===== config.mk =====
export PLATFORM = sky130hd
export DESIGN_NAME = cmh_config_mode_handler
export DESIGN_NICKNAME = d
export VERILOG_FILES = /design/src/rtl/cmh_pkg.sv /design/src/rtl/cmh_config_mode_handler.sv
export SDC_FILE = /design/constraint.sdc
export NUM_CORES = 2
export LEC_CHECK = 0
export BUFFER_PORTS_ARGS = -buffer_cell sky130_fd_sc_hd__buf_4
export CAP_MARGIN = 20
export CORE_ASPECT_RATIO = 0.5
export CORE_UTILIZATION = 25
export DETAILED_ROUTE_END_ITERATION = 10
export SLEW_MARGIN = 5
export SYNTH_ARGS = -nofsm -noshare
export SYNTH_HDL_FRONTEND = slang
export SYNTH_SLANG_ARGS = --single-unit

===== constraint.sdc =====
create_clock -name mclk -period 29 [get_ports mclk]
set_input_delay 1.45 -clock mclk [delete_from_list [all_inputs] [get_ports mclk]]
set_output_delay 1.45 -clock mclk [all_outputs]
set_load 0.03 [all_outputs]

===== src/rtl/cmh_pkg.sv =====
// constants and types for the configuration-mode handler
package cmh_pkg;
  localparam int IMG_WORDS = 10;
  // word positions in the ten-word images
  localparam logic [3:0] W_CFG0 = 4'h0;
  localparam logic [3:0] W_CFG1 = 4'h1;
  localparam logic [3:0] W_SS_LO = 4'h3;
  localparam logic [3:0] W_PAD = 4'h5;
  localparam logic [3:0] W_IDLE = 4'h7;
  localparam logic [3:0] W_RUN = 4'h8;
  localparam logic [3:0] W_STAT = 4'h9;
  // configuration word 0 fields
  localparam int MODE_BIT = 15;
  localparam int STALL_BIT = 13;
  localparam int ENC_BIT = 10;
  localparam int CFGERR_BIT = 13;
  localparam int FN_A_LSB = 0;
  localparam int FN_B_LSB = 3;
  localparam int FN_C_LSB = 6;
  localparam logic [15:0] W0_RSVD_MASK = 16'h1200;
  // configuration word 1 fields
  localparam int RDBK_BIT = 11;
  localparam int SAVE_BIT = 10;
  localparam int INFMT_BIT = 9;
  localparam int OUTFMT_BIT = 8;
  localparam int ENDIAN_BIT = 7;
  localparam logic [15:0] W1_RSVD_MASK = 16'h7078;
  localparam logic [2:0] POL_MASK = 3'h7;
  // input function codes
  localparam logic [2:0] FN_GP = 3'h0;
  localparam logic [2:0] FN_BAD = 3'h7;
  // ranges and codes
  localparam logic [15:0] SS_LO_MAX = 16'h03E7;
  localparam logic signed [31:0] MW_SCALE = 32'sh0000_03E8;
  localparam logic [15:0] SAVE_OK = 16'hAAAA;
  localparam logic [15:0] SAVE_FAIL = 16'hEEEE;
  localparam logic [15:0] ZERO_W = 16'h0000;
  // module status indicator
  localparam logic [1:0] LED_NORMAL = 2'h0;
  localparam logic [1:0] LED_GREEN = 2'h1;
  localparam logic [1:0] LED_RED = 2'h2;

  typedef enum logic [1:0] {
    ST_RUN = 2'b00,
    ST_FLASH = 2'b01,
    ST_LOCK = 2'b10
  } cmh_fsm_type;

  typedef logic [9:0][15:0] cmh_img_type;
endpackage


===== src/rtl/cmh_config_mode_handler.sv =====
// configuration-mode exchange: validation, echo image, flash save, formats
`timescale 1ns/1ps
`default_nettype none
module cmh_config_mode_handler #(
  parameter logic [15:0] IDLE_PCT_MAX = 16'h0064,
  parameter logic [15:0] RUN_CUR_MAX = 16'hFFFF
) (
  // clock and reset
  input wire logic mclk,
  input wire logic rst,
  // host output image
  input wire logic host_we,
  input wire logic [3:0] host_idx,
  input wire logic [15:0] host_wdata,
  input wire logic host_commit,
  // input image read
  input wire logic [3:0] in_rd_idx,
  output logic [15:0] in_rd_data,
  // flash engine
  output logic flash_req,
  input wire logic flash_done,
  input wire logic flash_ok,
  input wire logic [3:0] flash_rd_idx,
  output logic [15:0] flash_rd_data,
  // status
  output logic cfg_mode,
  output logic cfg_err,
  output logic [1:0] led_state,
  // discrete inputs
  input wire logic [2:0] in_current,
  output logic [2:0] in_active,
  // idle current
  input wire logic move_done,
  output logic [15:0] idle_current_now,
  // position reporting
  input wire logic [31:0] motor_pos,
  input wire logic [31:0] enc_pos,
  input wire logic [31:0] cap_pos,
  output logic [31:0] motor_pos_words,
  output logic [31:0] enc_pos_words,
  output logic [31:0] cap_pos_words,
  // wide host parameter
  input wire logic [15:0] par_first,
  input wire logic [15:0] par_second,
  output logic [31:0] par_value
);

  typedef struct packed {
    cmh_pkg::cmh_fsm_type fsm;
    cmh_pkg::cmh_img_type host_img;
    cmh_pkg::cmh_img_type cfg_img;
    logic cfg_mode;
    logic cfg_err;
    logic prev_mode;
    logic prev_save;
    logic idle_pending;
    logic [15:0] idle_now;
    logic [15:0] result;
    logic [1:0] led;
    logic flash_req;
    logic [2:0] in_meta;
    logic [2:0] in_sync;
    logic [2:0] in_act;
    logic [15:0] rd_data;
    logic [15:0] flash_rd;
    logic [31:0] motor_w;
    logic [31:0] enc_w;
    logic [31:0] cap_w;
    logic [31:0] par_val;
  } cmh_state_type;

  cmh_state_type st_ff;
  cmh_state_type nxt_st;

  // full set checked together; none applied unless all pass
  function automatic logic cmh_valid(input cmh_pkg::cmh_img_type img);
    logic [15:0] w0;
    logic [2:0] fa;
    logic [2:0] fb;
    logic [2:0] fc;
    logic ok;
    w0 = img[cmh_pkg::W_CFG0];
    fa = w0[cmh_pkg::FN_A_LSB +: 3];
    fb = w0[cmh_pkg::FN_B_LSB +: 3];
    fc = w0[cmh_pkg::FN_C_LSB +: 3];
    ok = 1'b1;
    if ((w0 & cmh_pkg::W0_RSVD_MASK) != cmh_pkg::ZERO_W) ok = 1'b0;
    if ((img[cmh_pkg::W_CFG1] & cmh_pkg::W1_RSVD_MASK) != cmh_pkg::ZERO_W) ok = 1'b0;
    if (img[cmh_pkg::W_SS_LO] > cmh_pkg::SS_LO_MAX) ok = 1'b0;
    if (img[cmh_pkg::W_IDLE] > IDLE_PCT_MAX) ok = 1'b0;
    if (img[cmh_pkg::W_RUN] > RUN_CUR_MAX) ok = 1'b0;
    if ((fa == fb && fa != cmh_pkg::FN_GP) || (fa == fc && fa != cmh_pkg::FN_GP) ||
        (fb == fc && fb != cmh_pkg::FN_GP)) ok = 1'b0;
    if (w0[cmh_pkg::STALL_BIT] && !w0[cmh_pkg::ENC_BIT]) ok = 1'b0;
    if (fa == cmh_pkg::FN_BAD || fb == cmh_pkg::FN_BAD || fc == cmh_pkg::FN_BAD) ok = 1'b0;
    return ok;
  endfunction

  // 32-bit value to two report words
  function automatic logic [31:0] cmh_pack(input logic [31:0] v, input logic fmt32, input logic big);
    logic signed [31:0] q;
    logic signed [31:0] r;
    q = $signed(v) / cmh_pkg::MW_SCALE;
    r = $signed(v) % cmh_pkg::MW_SCALE;
    if (!fmt32) begin
      return {q[15:0], r[15:0]};
    end else if (big) begin
      return v;
    end else begin
      return {v[15:0], v[31:16]};
    end
  endfunction

  // two host words to a 32-bit value
  function automatic logic [31:0] cmh_unpack(input logic [15:0] a, input logic [15:0] b,
                                            input logic fmt32, input logic big);
    logic signed [31:0] hi;
    logic signed [31:0] lo;
    logic signed [31:0] s;
    hi = 32'($signed(a));
    lo = 32'($signed(b));
    s = 32'(hi * cmh_pkg::MW_SCALE + lo);
    if (!fmt32) begin
      return s;
    end else if (big) begin
      return {a, b};
    end else begin
      return {b, a};
    end
  endfunction

  // one word of the returned input image
  function automatic logic [15:0] cmh_img_word(input cmh_state_type s, input logic [3:0] idx);
    logic [15:0] w;
    w = cmh_pkg::ZERO_W;
    if (idx == cmh_pkg::W_STAT) begin
      w = s.result;
    end else if (idx == cmh_pkg::W_PAD) begin
      w = cmh_pkg::ZERO_W;
    end else if (idx < 4'(cmh_pkg::IMG_WORDS)) begin
      if (s.cfg_mode) begin
        w = s.cfg_img[idx];
      end else if (idx == cmh_pkg::W_CFG0) begin
        w[cmh_pkg::CFGERR_BIT] = s.cfg_err;
      end
    end
    return w;
  endfunction

  logic commit_run;
  logic h_mode;
  logic h_rdbk;
  logic h_save;
  logic h_valid;
  logic save_rise;
  logic [2:0] pol;
  logic fmt_in;
  logic fmt_out;
  logic big_end;

  always_comb begin
    commit_run = host_commit && st_ff.fsm == cmh_pkg::ST_RUN;
    h_mode = st_ff.host_img[cmh_pkg::W_CFG0][cmh_pkg::MODE_BIT];
    h_rdbk = st_ff.host_img[cmh_pkg::W_CFG1][cmh_pkg::RDBK_BIT];
    h_save = st_ff.host_img[cmh_pkg::W_CFG1][cmh_pkg::SAVE_BIT];
    h_valid = cmh_valid(st_ff.host_img);
    save_rise = h_save && !st_ff.prev_save;
    pol = st_ff.cfg_img[cmh_pkg::W_CFG1][2:0] & cmh_pkg::POL_MASK;
    fmt_in = st_ff.cfg_img[cmh_pkg::W_CFG1][cmh_pkg::INFMT_BIT];
    fmt_out = st_ff.cfg_img[cmh_pkg::W_CFG1][cmh_pkg::OUTFMT_BIT];
    big_end = st_ff.cfg_img[cmh_pkg::W_CFG1][cmh_pkg::ENDIAN_BIT];
  end

  always_comb begin
    nxt_st = st_ff;
    nxt_st.flash_req = 1'b0;
    // input pins: two-stage sync, then polarity
    nxt_st.in_meta = in_current;
    nxt_st.in_sync = st_ff.in_meta;
    nxt_st.in_act = ~(st_ff.in_sync ^ pol);
    // host image buffer; frozen once locked
    if (host_we && st_ff.fsm != cmh_pkg::ST_LOCK && host_idx < 4'(cmh_pkg::IMG_WORDS)) begin
      nxt_st.host_img[host_idx] = host_wdata;
    end
    // idle current waits for a completed move
    if (move_done && st_ff.idle_pending) begin
      nxt_st.idle_now = st_ff.cfg_img[cmh_pkg::W_IDLE];
      nxt_st.idle_pending = 1'b0;
    end
    if (commit_run) begin
      nxt_st.prev_mode = h_mode;
      nxt_st.prev_save = h_mode && h_save;
      if (h_mode) begin
        if (h_rdbk) begin
          if (!st_ff.prev_mode) begin
            nxt_st.cfg_mode = 1'b1;
          end
        end else if (h_valid) begin
          nxt_st.cfg_img = st_ff.host_img;
          nxt_st.cfg_img[cmh_pkg::W_PAD] = cmh_pkg::ZERO_W;
          nxt_st.cfg_img[cmh_pkg::W_STAT] = cmh_pkg::ZERO_W;
          nxt_st.cfg_mode = 1'b1;
          nxt_st.cfg_err = 1'b0;
          if (st_ff.host_img[cmh_pkg::W_IDLE] != st_ff.idle_now) begin
            nxt_st.idle_pending = 1'b1;
          end
        end else begin
          nxt_st.cfg_mode = 1'b0;
          nxt_st.cfg_err = 1'b1;
        end
        // save: readback keeps the stored set, otherwise the host set
        if (save_rise && (h_rdbk ? cmh_valid(st_ff.cfg_img) : h_valid)) begin
          nxt_st.fsm = cmh_pkg::ST_FLASH;
          nxt_st.flash_req = 1'b1;
        end
      end else begin
        nxt_st.cfg_mode = 1'b0;
      end
    end
    if (st_ff.fsm == cmh_pkg::ST_FLASH && flash_done) begin
      nxt_st.fsm = cmh_pkg::ST_LOCK;
      if (flash_ok) begin
        nxt_st.result = cmh_pkg::SAVE_OK;
        nxt_st.led = cmh_pkg::LED_GREEN;
      end else begin
        nxt_st.result = cmh_pkg::SAVE_FAIL;
        nxt_st.led = cmh_pkg::LED_RED;
      end
    end
    // read ports
    nxt_st.rd_data = cmh_img_word(st_ff, in_rd_idx);
    if (flash_rd_idx < 4'(cmh_pkg::IMG_WORDS)) begin
      nxt_st.flash_rd = st_ff.cfg_img[flash_rd_idx];
    end else begin
      nxt_st.flash_rd = cmh_pkg::ZERO_W;
    end
    // data formats follow the accepted configuration
    nxt_st.motor_w = cmh_pack(motor_pos, fmt_in, big_end);
    nxt_st.enc_w = cmh_pack(enc_pos, fmt_in, big_end);
    nxt_st.cap_w = cmh_pack(cap_pos, fmt_in, big_end);
    nxt_st.par_val = cmh_unpack(par_first, par_second, fmt_out, big_end);
    case (st_ff.fsm)
      cmh_pkg::ST_RUN, cmh_pkg::ST_FLASH, cmh_pkg::ST_LOCK: begin
      end
      default: begin
        nxt_st.fsm = cmh_pkg::ST_LOCK;
      end
    endcase
  end

  always_ff @(posedge mclk or posedge rst) begin
    if (rst) begin
      st_ff <= '0;
    end else begin
      st_ff <= nxt_st;
    end
  end

  assign in_rd_data = st_ff.rd_data;
  assign flash_req = st_ff.flash_req;
  assign flash_rd_data = st_ff.flash_rd;
  assign cfg_mode = st_ff.cfg_mode;
  assign cfg_err = st_ff.cfg_err;
  assign led_state = st_ff.led;
  assign in_active = st_ff.in_act;
  assign idle_current_now = st_ff.idle_now;
  assign motor_pos_words = st_ff.motor_w;
  assign enc_pos_words = st_ff.enc_w;
  assign cap_pos_words = st_ff.cap_w;
  assign par_value = st_ff.par_val;

  // helper: one cycle of history exists
  logic past_ok_ff;
  always_ff @(posedge mclk or posedge rst) begin
    if (rst) begin
      past_ok_ff <= 1'b0;
    end else begin
      past_ok_ff <= 1'b1;
    end
  end
endmodule
`default_nettype wire


==> results.yml <==
status:
  outcome: "complete, no violations"
worst_setup_path:
  start_kind: "primary input"
  critPathBufInv: 2
  end_kind: "flip-flop"
  critPathKind: "primary input to flip-flop"
  cp_slowest_cell: "o41ai_4"
  crit_path_max_incr_delay_ps: 960
  worstPathRequired_ps: 29480
  critical_path.top_delay_family: "compound AO/OA/AOI/OAI gates"
  crit_fanout: 17
  cp_data_arrival_time_ps: 23940
clocking:
  clock_latency_ps: 660
  clock-sinks: 451
  cts_tree: "done"
  cts_setup_buffers: 0
  ctsResizeCount: 0
  root_buffer: "clkbuf_16"
  cts_hold_buf: 0
  htreeDepth: 2
  cts.reportedPaths.clkPinSlew_ps: 60
  clockBufferDepth: 3
  cts_buffers: 51
die:
  fp-row-count: 114
  start_util_pct: 25.34
  die_x_um: 630.0
  top_level_ports: 350
  dieArea_mm2: 0.1991
  die_h_um: 316.0
  core_area_mm2: 0.1946
sta:
  setup_tns_ps: 0
  slew_violations: 0
  period_needed_ps: 23450
  grt_setup_unrepaired: "no"
  worst_pin_slew_ps: 1185
  timing.fmax_mhz: 42.64
  layout_worst_path_cycle_share_pct: 80.88
  setup_violations: 0
  slew-limit-headroom_pct: 20.26
  final_hold_viol_count: 0
  fin_worst_skew_ps: 41.02
layout:
  final_cell_mix: "454 x nand2_1, 448 x dfrtp_1, 381 x buf_4, 360 x nor2_1, 338 x mux2_2"
  num-fill-cells: 20806
  nNetsFinal: 6013
  area_delta_synth_final_pct: 10.59
  layout_commonest_cell: "nand2_1"
  drive_gt1_share_pct: 20.55
global_routing:
  grt_start_max_net_pins: 167
  grt_pass1_vias: 41682
  antenna_found_initial: 9
  grt_pass1_wl_mm: 241.7
  track_usage_pct: 14.84
  grt.overflow.total: 0
route:
  num_vias: 44885
  wl_per_cell_um: 18.58
  firstDrtPassIters: 6
  ant_nets: 0
  wirelength_mm: 155.2
  drt_iter0_markers: 3523
  drc: 0
  vias_per_cell: 5.375
logic_synthesis:
  ys_warn_count: 0
  async_flop_share_pct: 100.0
  synth.largest_area_cell: "dfrtp_1"
  ys.flop_type: "dfrtp_1"
  yosysSeqAreaShare_pct: 22.89
  synth_area_per_cell_um2: 8.629
  synth_area_mm2: 0.04929
  synth_area_leaders: "dfrtp_1 23%, mux2_2 7.7%, xnor2_1 4.9%, mux2i_1 3.5%, nand2_1 3.5%"
  synth-seq-cells: 451
  syn-instance-count: 5713
  yosysTopAreaCellShare_pct: 22.89
  syn_nets: 6031
  synth_edf_count: 0
  ys_types: 178
placement:
  hpwl_mm: 119.1
  portBuffers: 349
  globalplace.congestion: 0.8950
hold_path:
  timing.hold.worst.class: "flip-flop to flip-flop"
flow_run:
  maxCapViolCount: 0
[Yosys cell counts, types with 52 or more instances]
master	count
buf_4	190
o31ai_1	52
dfrtp_1	451
xor2_1	154
and2_1	67
mux2i_1	172
fa_1	60
nand3_1	156
o21ai_0	305
nor2b_1	55
ha_1	92
nor3_1	157
clkbuf_1	171
o211ai_1	67
nand2_1	454
nand4_1	58
mux2_2	338
o21ai_1	54
or3_1	58
inv_1	135
nor2_1	360
a21oi_1	328
a31oi_1	59
xnor2_1	275
nor4_1	68
a211oi_1	65
[cell type report]
cell class / count / area (µm²) / share of cell area, %
Multi-Input combinational cell: 4665 / 34720 / 63.69
Sequential cell: 451 / 11290 / 20.72
Tap cell: 2610 / 3266 / 5.990
Timing Repair Buffer: 386 / 2933 / 5.380
Clock buffer: 69 / 1414 / 2.594
Inverter: 140 / 535.5 / 0.9823
Clock inverter: 25 / 337.8 / 0.6197
Antenna cell: 5 / 12.51 / 0.02295
[metal layers]
metal / wire [µm] / vias to the layer above / global-route usage [%]
li1: - / 21376 / -
met1: 71470 / 21972 / 20.55
met2: 72140 / 1340 / 24.43
met3: 7426 / 195 / 1.574
met4: 4142 / 2 / 4.336
met5: 9 / - / 0
[worst reg2reg max path: stages (launching register included)]
cell      delay [ps]
dfrtp_1          410
nor4_1           840
o21ai_0          360
nor4_1           400
o211ai_1         220
nor2b_4          310
buf_4            520
buf_4            730
mux2_2           480
[flip-flops by register name, indices dropped and copies added, names as in the netlist, 16 cells and up]
register / flops
motor_pos_words: 32
cap_pos_words: 32
st_ff: 256
in_rd_data: 16
flash_rd_data: 16
enc_pos_words: 32
par_value: 32
idle_current_now: 16
[logic make-up after synthesis]
group                    Yosys count  share of synthesized area (%)
adder cells (fa/ha/maj)          182                          5.389
buffers and inverters            597                          6.696
AO/OA/AOI/OAI                   1707                          25.39
XOR/XNOR                         440                          7.998
flip-flops                       451                          22.89
multiplexers                     554                          12.98
AND/OR/NAND/NOR                 1782                          18.65
[final timing paths]
path,endpoint,depth (start not counted),start,slack [ps]
worst min-delay path,st_ff[165],0,nxt_st[165],350
worst min register to register,st_ff[165],0,nxt_st[165],350
worst max-delay path,motor_pos_words[14],62,motor_pos[6],5550
max in group asynchronous,cap_pos_words[21],4,rst,25750
worst max register to register,st_ff[319],8,st_ff[489],24630
min in group asynchronous,st_ff[387],2,rst,910
[per-stage QoR]
| stage | hold slack, ps | instance area (µm²) | std cells | setup WS (ps) | util [%] |
|---|---|---|---|---|---|
| 6_report | 349.1 | 54510 | 8351 | 5546 | 28.02 |
| 5_1_grt | 369.4 | 54510 | 8350 | 3996 | 28.02 |
| 4_1_cts | 352.8 | 54450 | 8342 | 5915 | 27.99 |
| 3_5_place_dp | 338.7 | 52700 | 8248 | 5322 | 27.09 |
| 3_3_place_gp | 338.2 | 52700 | 8248 | 5235 | 27.09 |
| 2_1_floorplan | 331.2 | 49290 | 5713 | 9518 | - |
Power is not shown: default switching activity piles up to over one toggle a cycle in this logic, so the estimate is an artifact.
